--- config.mk ---
export PLATFORM = sky130hd
export DESIGN_NAME = sopm_top
export DESIGN_NICKNAME = d
export VERILOG_FILES = /design/src/sopm_osc_div.v /design/src/sopm_lcd_timing.v /design/src/sopm_top.v
export VERILOG_INCLUDE_DIRS = /design/src
export SDC_FILE = /design/constraint.sdc
export NUM_CORES = 1
export LEC_CHECK = 0
export BUFFER_PORTS_ARGS = -buffer_cell sky130_fd_sc_hd__buf_4
export CAP_MARGIN = 20
export CORE_MARGIN = 2
export CORE_UTILIZATION = 50
export CTS_BUF_LIST = sky130_fd_sc_hd__clkbuf_4 sky130_fd_sc_hd__clkbuf_8
export DETAILED_ROUTE_END_ITERATION = 8
export PLACE_DENSITY = 0.76
export SLEW_MARGIN = 30
export SYNTH_ARGS = -nofsm -noshare
export SYNTH_HDL_FRONTEND = slang
export SYNTH_SLANG_ARGS = --single-unit
--- constraint.sdc ---
create_clock -name CORE_CLK -period 2.2 [get_ports CORE_CLK]
set_input_delay 0.22 -clock CORE_CLK [delete_from_list [all_inputs] [get_ports CORE_CLK]]
set_output_delay 0.22 -clock CORE_CLK [all_outputs]
set_load 0.01 [all_outputs]
--- src/sopm_regs.vh ---
// Register map, field positions, reset values and timing figures of the special output port mux.
// Assumes a 125 MHz core clock and 32-bit APB data with one register per aligned word.
`ifndef SOPM_REGS_VH
`define SOPM_REGS_VH

// Register byte offsets
`define SOPM_CTRL_OFS 12'h000
`define SOPM_BUZZ_OFS 12'h004
`define SOPM_PORT_OFS 12'h008
`define SOPM_STAT_OFS 12'h00C

// Control register fields
`define SOPM_CTRL_SYNC_EN 0
`define SOPM_CTRL_ALT_EN 1
`define SOPM_CTRL_DUTY 2
`define SOPM_CTRL_DUTY8 3
`define SOPM_CTRL_TCLK_EN 4
`define SOPM_CTRL_DIV_EN 5
`define SOPM_CTRL_SEL_LO 6
`define SOPM_CTRL_SEL_HI 8
`define SOPM_CTRL_HOSC_ON 9
`define SOPM_CTRL_W 10
`define SOPM_CTRL_RST 10'h000

// Buzzer register fields
`define SOPM_BUZZ_ON 0
`define SOPM_BUZZ_SHOT 1
`define SOPM_BUZZ_STOP 2

// Port data register fields: 25, 26, 27, 34, 50, 51
`define SOPM_PORT_W 6
`define SOPM_PORT_P25 0
`define SOPM_PORT_P26 1
`define SOPM_PORT_P27 2
`define SOPM_PORT_P34 3
`define SOPM_PORT_P50 4
`define SOPM_PORT_P51 5
`define SOPM_PORT_RST 6'h2F

// Status register fields
`define SOPM_STAT_PINS_LO 0
`define SOPM_STAT_MAP 6
`define SOPM_STAT_BUSY 7
`define SOPM_STAT_TCLK 8

// Low-speed divider taps (counter bit that toggles at the wanted rate)
`define SOPM_LCD_CNT_W 10
`define SOPM_SYNC_TAP32 3
`define SOPM_SYNC_TAP16 4
`define SOPM_ALT_TAP16 9
`define SOPM_ALT_TAP8 8

// One-shot buzzer duration
`define SOPM_CLK_MHZ 125
`define SOPM_ONESHOT_NS 31250000
`define SOPM_ONESHOT_CYC ((`SOPM_ONESHOT_NS / 1000) * `SOPM_CLK_MHZ)

`endif

--- src/sopm_osc_div.v ---
// Oscillator front end: synchroniser, rising-edge tick and binary divide by 2, 4 and 8.
// Assumes the oscillator pin is asynchronous to CORE_CLK and well below half its rate.
module sopm_osc_div
(
    // Clock and reset
    input wire clk,
    input wire rst_b,
    // Oscillator pin and gate
    input wire osc_in,
    input wire run,
    // Divided outputs
    output wire tick,
    output wire [3:0] taps
);

    // Two-stage synchroniser and the delayed copy for edge detection
    reg sync1_q;
    reg sync2_q;
    reg prev_q;
    // Synchronous binary counter of rising edges
    reg [2:0] cnt_q;

    // Synchronise; first stage feeds only the second
    always @(posedge clk or negedge rst_b)
    begin
        if (!rst_b)
        begin
            sync1_q <= 1'b0;
            sync2_q <= 1'b0;
            prev_q <= 1'b0;
        end
        else
        begin
            sync1_q <= osc_in;
            sync2_q <= sync1_q & run;
            prev_q <= sync2_q;
        end
    end

    assign tick = sync2_q & ~prev_q;

    // Count edges; a stopped oscillator leaves every tap low
    always @(posedge clk or negedge rst_b)
    begin
        if (!rst_b)
            cnt_q <= 3'h0;
        else if (!run)
            cnt_q <= 3'h0;
        else if (tick)
            cnt_q <= cnt_q + 3'h1;
    end

    // Tap 0 is the oscillator itself, taps 1..3 divide by 2, 4, 8
    assign taps = {cnt_q, sync2_q};

endmodule // sopm_osc_div

--- src/sopm_lcd_timing.v ---
// LCD line-sync and alternation generator driven by low-speed oscillator ticks.
// Assumes the low-speed oscillator runs at 32768 Hz, so taps give 2048/1024 Hz and 64/32 Hz.
`include "sopm_regs.vh"
module sopm_lcd_timing
(
    // Clock and reset
    input wire clk,
    input wire rst_b,
    // Low-speed tick and duty selection
    input wire tick,
    input wire duty16,
    input wire duty8,
    // Generated waves
    output wire line_sync,
    output wire alt_sig
);

    // Free-running prescaler of low-speed edges
    reg [`SOPM_LCD_CNT_W-1:0] cnt_q;

    // Advance once per oscillator edge
    always @(posedge clk or negedge rst_b)
    begin
        if (!rst_b)
            cnt_q <= {`SOPM_LCD_CNT_W{1'b0}};
        else if (tick)
            cnt_q <= cnt_q + {{(`SOPM_LCD_CNT_W-1){1'b0}}, 1'b1};
    end

    // 1/32 gives 2048 Hz, 1/16 and 1/8 give 1024 Hz
    assign line_sync = (duty16 | duty8) ? cnt_q[`SOPM_SYNC_TAP16] : cnt_q[`SOPM_SYNC_TAP32];
    // 1/8 gives 64 Hz, otherwise 32 Hz
    assign alt_sig = duty8 ? cnt_q[`SOPM_ALT_TAP8] : cnt_q[`SOPM_ALT_TAP16];

endmodule // sopm_lcd_timing

--- src/sopm_top.v ---
// Special output port mux: APB registers, special signal sources and the six port pins.
// Assumes oscillator pins are asynchronous, timer underflow and buzzer wave are on CORE_CLK,
// and the mapping strap is steady when RST_B is released.
//
// How it works
// - Sync 2048/1024 Hz, alternation 32/64 Hz by duty
// - Enables ungated, glitch at most half cycle
// - Timer clock on pin 27, else HIGH
// - Timer clock toggles per underflow
// - Divided clock on pin 34, else HIGH
// - Three-bit select: low/high osc divided 1-8
// - High-speed oscillator off after reset
// - Buzzer on pin 50 by on/shot, stop lowers
// - Second mapping: pin 26 inverted timer clock
// - Pin 26 data ignored in second mapping
// - Second mapping: pin 51 inverted buzzer, idle HIGH
// - Pin 51 data ignored in second mapping
// - Line sync on pin 25, else HIGH
// - First mapping: alternation on pin 26, else HIGH
// - Duty bit picks 1/16 set, 1/32 clear
//
// Registers, one word each, unused bits read zero:
// 0x000 control: 0 sync on, 1 alternation on,
//   2 duty 1/16, 3 duty 1/8 (beats bit 2),
//   4 timer clock on, 5 divided clock on,
//   8:6 divided clock select, 9 fast oscillator on
// 0x004 buzzer: 0 buzzer on, 1 fire one-shot
//   (reads busy), 2 stop one-shot (reads zero)
// 0x008 data bits for pins 25, 26, 27, 34, 50, 51
// 0x00C status: 5:0 pin levels, 6 mapping,
//   7 one-shot busy, 8 timer clock phase
// Other addresses answer with PSLVERR, no effect.
//
// Every transfer takes two cycles: PREADY rises
// in the first access cycle; a write lands at the
// edge that ends it and pins follow a cycle later; a one-shot stop clears the buzzer pins at that same edge.
//
// Out of reset pins 25, 26, 27, 34 and 51 sit
// high and 50 low; the fast oscillator is off and
// the strap is taken on the third edge after release.
//
// Enables gate running waves with no resync, so a
// switch may clip half a cycle. Taps sample the
// oscillators on CORE_CLK, so each edge may land
// up to one core cycle late.
//
// The APB register port and the register offsets were chosen for this implementation.
`include "sopm_regs.vh"
module sopm_top
#(
    parameter ONESHOT_CYC = `SOPM_ONESHOT_CYC
)
(
    // Clock and reset
    input wire CORE_CLK,
    input wire RST_B,
    // APB slave
    input wire PSEL,
    input wire PENABLE,
    input wire PWRITE,
    input wire [11:0] PADDR,
    input wire [31:0] PWDATA,
    output reg [31:0] PRDATA,
    output reg PREADY,
    output reg PSLVERR,
    // Signal sources
    input wire LOSC_IN,
    input wire HOSC_IN,
    input wire TMR_UNDERFLOW,
    input wire BUZZER_WAVE_IN,
    input wire MAP_SEL,
    // Oscillator control
    output reg HOSC_EN,
    // Port pins
    output reg PORT_PIN_25,
    output reg PORT_PIN_26,
    output reg PORT_PIN_27,
    output reg PORT_PIN_34,
    output reg PORT_PIN_50,
    output reg PORT_PIN_51
);

    // Software registers
    // (control, data, buzzer on, one-shot state)
    reg [`SOPM_CTRL_W-1:0] ctrl_q;
    reg [`SOPM_PORT_W-1:0] port_q;
    reg buzzer_on_q;
    reg shot_busy_q;
    reg [31:0] shot_cnt_q;
    // Special sources
    reg timer_clock_out_q;
    reg map_q;
    reg map_taken_q;
    // Settling count before the strap is taken
    reg [1:0] map_wait_q;
    // Mapping strap synchroniser
    reg map_s1_q;
    reg map_s2_q;
    // Oscillator and LCD wires; the fast tick is unused
    wire losc_tick;
    wire [3:0] losc_taps;
    wire [3:0] hosc_taps;
    wire lcd_line_sync;
    wire lcd_alternation_sig;
    // Decoded control fields, named after what they switch
    wire lcd_sync_out_enable = ctrl_q[`SOPM_CTRL_SYNC_EN];
    wire lcd_alt_out_enable = ctrl_q[`SOPM_CTRL_ALT_EN];
    wire lcd_drive_duty = ctrl_q[`SOPM_CTRL_DUTY];
    wire timer_clk_out_enable = ctrl_q[`SOPM_CTRL_TCLK_EN];
    wire divclk_out_enable = ctrl_q[`SOPM_CTRL_DIV_EN];
    wire [2:0] divclk_sel = ctrl_q[`SOPM_CTRL_SEL_HI:`SOPM_CTRL_SEL_LO];
    wire high_speed_oscillator = ctrl_q[`SOPM_CTRL_HOSC_ON];
    // Bus strobes: PREADY low keeps a held setup from
    // being answered twice; writes commit only at the
    // edge where the master samples PREADY high
    wire setup = PSEL & ~PENABLE & ~PREADY;
    wire wr = PSEL & PENABLE & PREADY & PWRITE;
    wire hit_ctrl = (PADDR == `SOPM_CTRL_OFS);
    wire hit_buzz = (PADDR == `SOPM_BUZZ_OFS);
    wire hit_port = (PADDR == `SOPM_PORT_OFS);
    wire hit_stat = (PADDR == `SOPM_STAT_OFS);
    wire wr_buzz = wr & hit_buzz;
    wire shot_trig = wr_buzz & PWDATA[`SOPM_BUZZ_SHOT];
    wire shot_stop = wr_buzz & PWDATA[`SOPM_BUZZ_STOP];
    // Selected divided clock and buzzer gating
    // A stop write silences the pins in its own cycle
    wire divided_osc_out;
    wire buzzer_active = (buzzer_on_q | shot_busy_q) & ~shot_stop;

    // Divided clock mux: codes 0-3 low-speed, 4-7 high-speed
    // Bit 2 picks the oscillator, bits 1:0 the tap;
    // every tap of a stopped oscillator reads low
    function mux_div;
        input [2:0] sel;
        input [3:0] lo;
        input [3:0] hi;
        begin
            mux_div = sel[2] ? hi[sel[1:0]] : lo[sel[1:0]];
        end
    endfunction

    assign divided_osc_out = mux_div(divclk_sel, losc_taps, hosc_taps);

    // Low-speed oscillator divider
    // Always running, it also paces the LCD timing
    sopm_osc_div u_losc
    (
        .clk(CORE_CLK),
        .rst_b(RST_B),
        .osc_in(LOSC_IN),
        .run(1'b1),
        .tick(losc_tick),
        .taps(losc_taps)
    );

    // High-speed oscillator divider, idle while the oscillator is off
    sopm_osc_div u_hosc
    (
        .clk(CORE_CLK),
        .rst_b(RST_B),
        .osc_in(HOSC_IN),
        .run(high_speed_oscillator),
        .tick(),
        .taps(hosc_taps)
    );

    // LCD line-sync and alternation generator
    // Low-speed ticks set both rates
    sopm_lcd_timing u_lcd
    (
        .clk(CORE_CLK),
        .rst_b(RST_B),
        .tick(losc_tick),
        .duty16(lcd_drive_duty),
        .duty8(ctrl_q[`SOPM_CTRL_DUTY8]),
        .line_sync(lcd_line_sync),
        .alt_sig(lcd_alternation_sig)
    );

    // Mapping strap: synchronised, then frozen once after reset release
    always @(posedge CORE_CLK or negedge RST_B)
    begin
        if (!RST_B)
        begin
            map_s1_q <= 1'b0;
            map_s2_q <= 1'b0;
            map_q <= 1'b0;
            map_taken_q <= 1'b0;
            map_wait_q <= 2'h0;
        end
        else
        begin
            map_s1_q <= MAP_SEL;
            map_s2_q <= map_s1_q;
            // Later strap changes are ignored on purpose
            if (!map_taken_q)
            begin
                // Wait until the strap has passed both stages,
                // or the reset level of the chain would be taken
                map_wait_q <= map_wait_q + 2'h1;
                if (map_wait_q == 2'h2)
                begin
                    map_q <= map_s2_q;
                    map_taken_q <= 1'b1;
                end
            end
        end
    end

    // Control and port data registers
    // Written only when the access phase completes, so
    // an abandoned setup leaves them unchanged
    always @(posedge CORE_CLK or negedge RST_B)
    begin
        if (!RST_B)
        begin
            ctrl_q <= `SOPM_CTRL_RST;
            port_q <= `SOPM_PORT_RST;
            buzzer_on_q <= 1'b0;
        end
        else if (wr)
        begin
            if (hit_ctrl)
                ctrl_q <= PWDATA[`SOPM_CTRL_W-1:0];
            if (hit_port)
                port_q <= PWDATA[`SOPM_PORT_W-1:0];
            if (hit_buzz)
                buzzer_on_q <= PWDATA[`SOPM_BUZZ_ON];
        end
    end

    // One-shot buzzer: trigger starts, stop or timeout ends; a trigger beats a clear
    // The burst length is a parameter so a bench can
    // shorten it; the counter holds any 32-bit value
    always @(posedge CORE_CLK or negedge RST_B)
    begin
        if (!RST_B)
        begin
            shot_busy_q <= 1'b0;
            shot_cnt_q <= 32'h0000_0000;
        end
        else if (shot_trig)
        begin
            shot_busy_q <= 1'b1;
            shot_cnt_q <= ONESHOT_CYC[31:0];
        end
        else if (shot_stop)
            shot_busy_q <= 1'b0;
        else if (shot_busy_q)
        begin
            // Count down the burst length
            if (shot_cnt_q <= 32'h0000_0001)
                shot_busy_q <= 1'b0;
            shot_cnt_q <= shot_cnt_q - 32'h0000_0001;
        end
    end

    // Timer clock halves the underflow rate
    // Underflow is a one-cycle pulse on CORE_CLK, so
    // it needs no synchroniser; the phase resets low
    always @(posedge CORE_CLK or negedge RST_B)
    begin
        if (!RST_B)
            timer_clock_out_q <= 1'b0;
        else if (TMR_UNDERFLOW)
            timer_clock_out_q <= ~timer_clock_out_q;
    end

    // Pin drivers; enables gate the running waves directly, so a switch may clip a half cycle
    // Every pin is a flop so decode never glitches
    // a pin; the price is one cycle of latency
    always @(posedge CORE_CLK or negedge RST_B)
    begin
        if (!RST_B)
        begin
            PORT_PIN_25 <= 1'b1;
            PORT_PIN_26 <= 1'b1;
            PORT_PIN_27 <= 1'b1;
            PORT_PIN_34 <= 1'b1;
            PORT_PIN_50 <= 1'b0;
            PORT_PIN_51 <= 1'b1;
            HOSC_EN <= 1'b0;
        end
        else
        begin
            HOSC_EN <= high_speed_oscillator;
            // Data bit must be held 1 by software for the wave to show
            PORT_PIN_25 <= port_q[`SOPM_PORT_P25] & (lcd_sync_out_enable ? lcd_line_sync : 1'b1);
            PORT_PIN_27 <= port_q[`SOPM_PORT_P27] & (timer_clk_out_enable ? timer_clock_out_q : 1'b1);
            PORT_PIN_34 <= port_q[`SOPM_PORT_P34] & (divclk_out_enable ? divided_osc_out : 1'b1);
            // Data bit must be held 0 by software for the buzzer to show
            PORT_PIN_50 <= port_q[`SOPM_PORT_P50] | (buzzer_active & BUZZER_WAVE_IN);
            if (map_q)
            begin
                // Second mapping: inverted copies, data bits ignored
                PORT_PIN_26 <= timer_clk_out_enable & ~timer_clock_out_q;
                PORT_PIN_51 <= ~(buzzer_active & BUZZER_WAVE_IN);
            end
            else
            begin
                PORT_PIN_26 <= port_q[`SOPM_PORT_P26] & (lcd_alt_out_enable ? lcd_alternation_sig : 1'b1);
                PORT_PIN_51 <= port_q[`SOPM_PORT_P51];
            end
        end
    end

    // APB slave: answer in the first access cycle, error on unmapped address
    // Read data is caught at setup and held until the
    // next read, so a slow master still sees it
    always @(posedge CORE_CLK or negedge RST_B)
    begin
        if (!RST_B)
        begin
            PREADY <= 1'b0;
            PSLVERR <= 1'b0;
            PRDATA <= 32'h0000_0000;
        end
        else
        begin
            PREADY <= setup;
            PSLVERR <= setup & ~(hit_ctrl | hit_buzz | hit_port | hit_stat);
            if (setup & ~PWRITE)
            begin
                PRDATA <= 32'h0000_0000;
                if (hit_ctrl)
                    PRDATA[`SOPM_CTRL_W-1:0] <= ctrl_q;
                else if (hit_buzz)
                    PRDATA[`SOPM_BUZZ_SHOT:0] <= {shot_busy_q, buzzer_on_q};
                else if (hit_port)
                    PRDATA[`SOPM_PORT_W-1:0] <= port_q;
                else if (hit_stat)
                    // Live pin levels, mapping, one-shot busy, timer clock phase
                    PRDATA[`SOPM_STAT_TCLK:0] <= {timer_clock_out_q, shot_busy_q, map_q,
                        PORT_PIN_51, PORT_PIN_50, PORT_PIN_34, PORT_PIN_27, PORT_PIN_26, PORT_PIN_25};
            end
        end
    end

endmodule // sopm_top

; After elaboration in Yosys (flattened, before gate mapping)
; Index checks and enable logic that the tools add are counted.
[totals]
ff_bits = 98
in_bits = 54
out_inout_bits = 41
wordCells = 117
[classes]
n_addsub = 5
magnitude_cmp = 2
eq_ne = 6
mux = 31
bitwise_logic = 36
n_reduce_logical = 7
[ops]
columns = cell, n
row1 = $mux 32, 3
row2 = $le 32x1->1 const B, 1
row3 = $sub 32x1->32 const B, 1
row4 = $eq 12x4->1 const B, 2
row5 = $and 1x1->1, 20
row6 = $mux 1, 18
row7 = $mux 9, 2
row8 = $eq 12x3->1 const B, 1
row9 = $logic_not 12->1, 1
row10 = $add 10x1->10 const B, 1
row11 = $not 1->1, 10
row12 = $reduce_and 2->1, 5
row13 = $mux 3, 3
row14 = $mux 7, 1
row15 = $add 3x1->3 const B, 2
row16 = $mux 6, 1
row17 = $or 1x1->1, 6
row18 = $bmux 1 s2, 2
row19 = $lt 2x3->1 const B, 1
row20 = $add 2x1->2 const B, 1
row21 = $eq 2x2->1 const B, 1
row22 = $mux 2, 1
row23 = $ne 2x1->1 const B, 1
row24 = $ne 2x2->1 const B, 1
row25 = $reduce_bool 2->1, 1

; Logic depth before layout (Yosys ltp)
[logic_depth]
ltp_word = 10
mapped_depth = 7
depth_no_buf = 7

; Hierarchy
; A second synthesis with hierarchy kept.
[unflattened]
cells_unflattened = 428
area_unflattened_um2 = 4819.6
[modules_own_cells]
columns = module, n_inst, cells_each, area_per_inst_um2, seq_area_each_um2
row1 = sopm_top, 1, 359, 3885.0, 1914.3
row2 = sopm_osc_div, 2, 17, 244.0, 150.1
row3 = sopm_lcd_timing, 1, 35, 446.7, 250.2

; Worst setup path after synthesis
; OpenSTA, ideal clock, no wires.
[synth_path]
path_kind = register -> register
from = register shot_cnt_q[18]
to = register shot_cnt_q[27]
arrival_ns = 2.292
required_ns = 2.123
setup_slack_ns = -0.170
path_stages_with_launch = 7
path_buffers = 1
synth_period_minus_slack_ns = 2.370
cell_sequence = dfrtp_1 -> or4_1 -> or3_1 -> or3_1 -> clkbuf_2 -> or4_1 -> a21oi_1
[synth_via]
elab_chain_cells = 4
[synth_rtl]
columns = element, line_no
row1 = "start, declared", sopm_top.v:89  ; reg [31:0] shot_cnt_q;
row2 = "start signal, assigned", sopm_top.v:245  ; shot_cnt_q <= ONESHOT_CYC[31:0];
row3 = "start signal, assigned", sopm_top.v:254  ; shot_cnt_q <= shot_cnt_q - 32'h0000_0001;
row4 = $sub 32x1->32, sopm_top.v:254
row5 = $mux 32, sopm_top.v:249  ; else if (shot_busy_q)
row6 = $mux 32, sopm_top.v:247  ; else if (shot_stop)
row7 = $mux 32, sopm_top.v:242  ; else if (shot_trig)
; Every way passes these cells. The select of a mux whose other input is x is not followed.
; A chain may end at the register's enable or synchronous reset.

; Worst setup path in the final report
[layout_path]
from = register shot_cnt_q[19]
to = register shot_cnt_q[29]
; Same word-level chain as after synthesis.

==> results.sh <==
export IMPL_drc=0
export IMPL_required_ns=2.50
export IMPL_drtIter0Drc=158
export IMPL_violations="setup timing"
export IMPL_max_clock_path_buffers=2
export IMPL_viasPerCell=5.49
export IMPL_p_sw_mw=0.946
export IMPL_power_leakage_nw=2.66
export IMPL_cts_sinks=98
export IMPL_max_stage_delay_ns=0.53
export IMPL_nets=588
export IMPL_grt_max_degree=44
export IMPL_finalSetupViolations=6
export IMPL_synth_seq_area_share_pct=52.0
export IMPL_yosysMostFrequentCell="dfrtp_1"
export IMPL_track_usage_pct=21.5
export IMPL_crit_fanout=6
export IMPL_clkPwrFrac_pct=33.2
export IMPL_rows=35
export IMPL_antenna_found_initial=0
export IMPL_seq_power_share_pct=57.4
export IMPL_hpwlAfterDp_um=7540
export IMPL_firstDrtPassIters=4
export IMPL_yosysWarnings=0
export IMPL_io_pins=95
export IMPL_worst_slew_pin_slew_ns=0.568
export IMPL_synth_top_cell_area_share_pct=46.5
export IMPL_cp_end_kind="flop"
export IMPL_grt_pass1_wl_um=17300
export IMPL_slowest_stage="or4_4"
export IMPL_fin_crit_ns=2.37
export IMPL_core_um2=9240
export IMPL_tritoncts="built"
export IMPL_synth_commonest_cells="88 x dfrtp_1, 28 x nand2_1, 24 x mux2_2"
export IMPL_design_area_um2=6020
export IMPL_place_area_um2=5620
export IMPL_postRouteWirelength_um=10700
export IMPL_htreeDepth=3
export IMPL_synth_area_top_cells="dfrtp_1 46%, mux2_2 5.7%, dfstp_2 5.5%"
export IMPL_max_cap_violations=0
export IMPL_synth_top_area_cell="dfrtp_1"
export IMPL_clk_pin_slew_ns=0.11
export IMPL_internal_power_mw=2.54
export IMPL_hold_path_class="input port to flop"
export IMPL_min_period_over_period_pct=108
export IMPL_mappedNetlistArea_um2=4740
export IMPL_postRouteAntennaNets=0
export IMPL_fin_util_pct=65.1
export IMPL_clk_latency_ns=0.37
export IMPL_syn2layout_area_growth_pct=27.0
export IMPL_cts_buffers=9
export IMPL_drive_gt1_share_pct=38.8
export IMPL_worst_slack_ns=-0.167
export IMPL_grt_pass1_vias=3560
export IMPL_switching_share_pct=27.2
export IMPL_p_per_area_nw_per_um2=578
export IMPL_vias=3632
export IMPL_start_util_pct=51.3
export IMPL_report_final_slew_viol_count=0
export IMPL_path_cells="or4_4 > or3_4 > or3_4 > or4_4 > a21oi_1"
export IMPL_place_gp_congestion=0.829
export IMPL_status="finished with violations"
export IMPL_gr_total_overflow=0
export IMPL_synth_edf_count=0
export IMPL_rsz0062_at_grt="yes"
export IMPL_io_buffers=50
export IMPL_synth_seq_cells=98
export IMPL_synthArstFlopShare_pct=100
export IMPL_peakVddDrop_uv=382
export IMPL_clockRootBuffer="clkbuf_8"
export IMPL_synthFlopType="dfrtp_1"
export IMPL_start_kind="flop"
export IMPL_slew_headroom_pct=61.2
export IMPL_wl_per_cell_um=16.1
export IMPL_synth_distinct_cells=59
export IMPL_syn_inst=415
export IMPL_hold_violations=0
export IMPL_finClkSkew_ns=0.0139
export IMPL_die_area_um2=10300
export IMPL_combinationalPowerShare_pct=9.4
export IMPL_path_class="flop to flop"
export IMPL_fmax_mhz=423
export IMPL_num_antenna_cells=0
export IMPL_crit_arrival_ns=2.67
export IMPL_setup_tns_ns=-0.671
export IMPL_synth_area_per_cell_um2=11.4
export IMPL_die_w_um=101
export IMPL_die_y_um=101
stage by stage:
stage / setup WS [ns] / cells / hold slack [ns] / power, mW
final: -0.167 / 662 / 0.0255 / 3.48
after global placement: -0.193 / 638 / 0.181 / 2.33
after floorplan: -0.170 / 436 / -0.0756 / 2.22
after global routing: -0.196 / 662 / 0.0119 / 3.64
after detailed placement: -0.219 / 638 / 0.189 / 2.36
after CTS: -0.159 / 659 / 0.0117 / 3.50
logic make-up after synthesis:
kind of cell	share of synthesized area, %
XOR/XNOR	5.73
other	0.0791
adder cells (fa/ha/maj)	1.58
AND/OR/NAND/NOR	16.5
AO/OA/AOI/OAI	9.95
flip-flops	52.0
multiplexers	8.45
buffers and inverters	5.75
what timing repair did:
action / CTS / global route
setup endpoints to repair: 6 / 10
hold buffers: 5 / 0
pin swaps: 4 / 5
hold endpoints to repair: 33 / 0
gates resized for setup: 5 / 27
buffers inserted: 0 / 3
placed cells by master, fill, tap and decap left out, types with 10 or more instances in the layout:
cell	count
buf_4	110
clkbuf_8	10
conb_1	22
dfrtp_1	88
dfstp_2	10
mux2_2	21
nand2_1	28
nand3_1	10
nor2_1	23
o21ai_0	16
or4_4	10
xnor2_1	21
power by group through the flow:
stage	combinational (mW)	clock, mW	sequential [mW]
final	0.328	1.15	2.00
after global routing	0.380	1.24	2.02
after CTS	0.331	1.17	2.00
after detailed placement	0.322	0	2.03
after global placement	0.306	0	2.02
after floorplan	0.204	0	2.01
metal layers:
layer	GRT usage, %	part of all wire, %
met5	0	0
met4	8.52	1.0
met3	3.31	5.0
met2	34.0	49
met1	30.1	45
critical path, delay by kind of cell (launching register included):
| kind | cells | cell delay, ns |
|---|---|---|
| and+or+nand+nor | 4 | 1.77 |
| DFF | 1 | 0.39 |
| AOI/OAI and AO/OA | 1 | 0.15 |
worst paths after layout:
| path | from | endpoint | slack, ns | cells past startpoint |
|---|---|---|---|---|
| setup / recovery | shot_cnt_q[19]$_DFFE_PN0P_ | shot_cnt_q[29]$_DFFE_PN0P_ | -0.17 | 5 |
| hold / removal | PENABLE | PREADY$_DFF_PN0_ | 0.03 | 2 |
| setup reg to reg | shot_cnt_q[19]$_DFFE_PN0P_ | shot_cnt_q[29]$_DFFE_PN0P_ | -0.17 | 5 |
| hold reg to reg | map_s1_q$_DFF_PN0_ | map_s2_q$_DFF_PN0_ | 0.37 | 0 |
| max in group asynchronous | RST_B | port_q[5]$_DFFE_PN1P_ | 1.15 | 3 |
| min in group asynchronous | RST_B | shot_cnt_q[26]$_DFFE_PN0P_ | 0.32 | 2 |
flip-flops by register name, summed over array words and instances (netlist names), 2 cells and up:
name	count
map_wait_q	2
u_losc.cnt_q	3
PRDATA	10
shot_cnt_q	32
u_hosc.cnt_q	3
ctrl_q	10
port_q	6
u_lcd.cnt_q	10
final cells by class:
class | instances | area [um2]
Fill cell | 709 | 3220
Sequential cell | 98 | 2460
Multi-Input combinational cell | 293 | 2240
Timing Repair Buffer | 118 | 927
Tap cell | 129 | 161
Clock buffer | 10 | 138
Clock inverter | 6 | 55.1
Inverter | 8 | 30.0
Power figures use the tool's default switching activity.
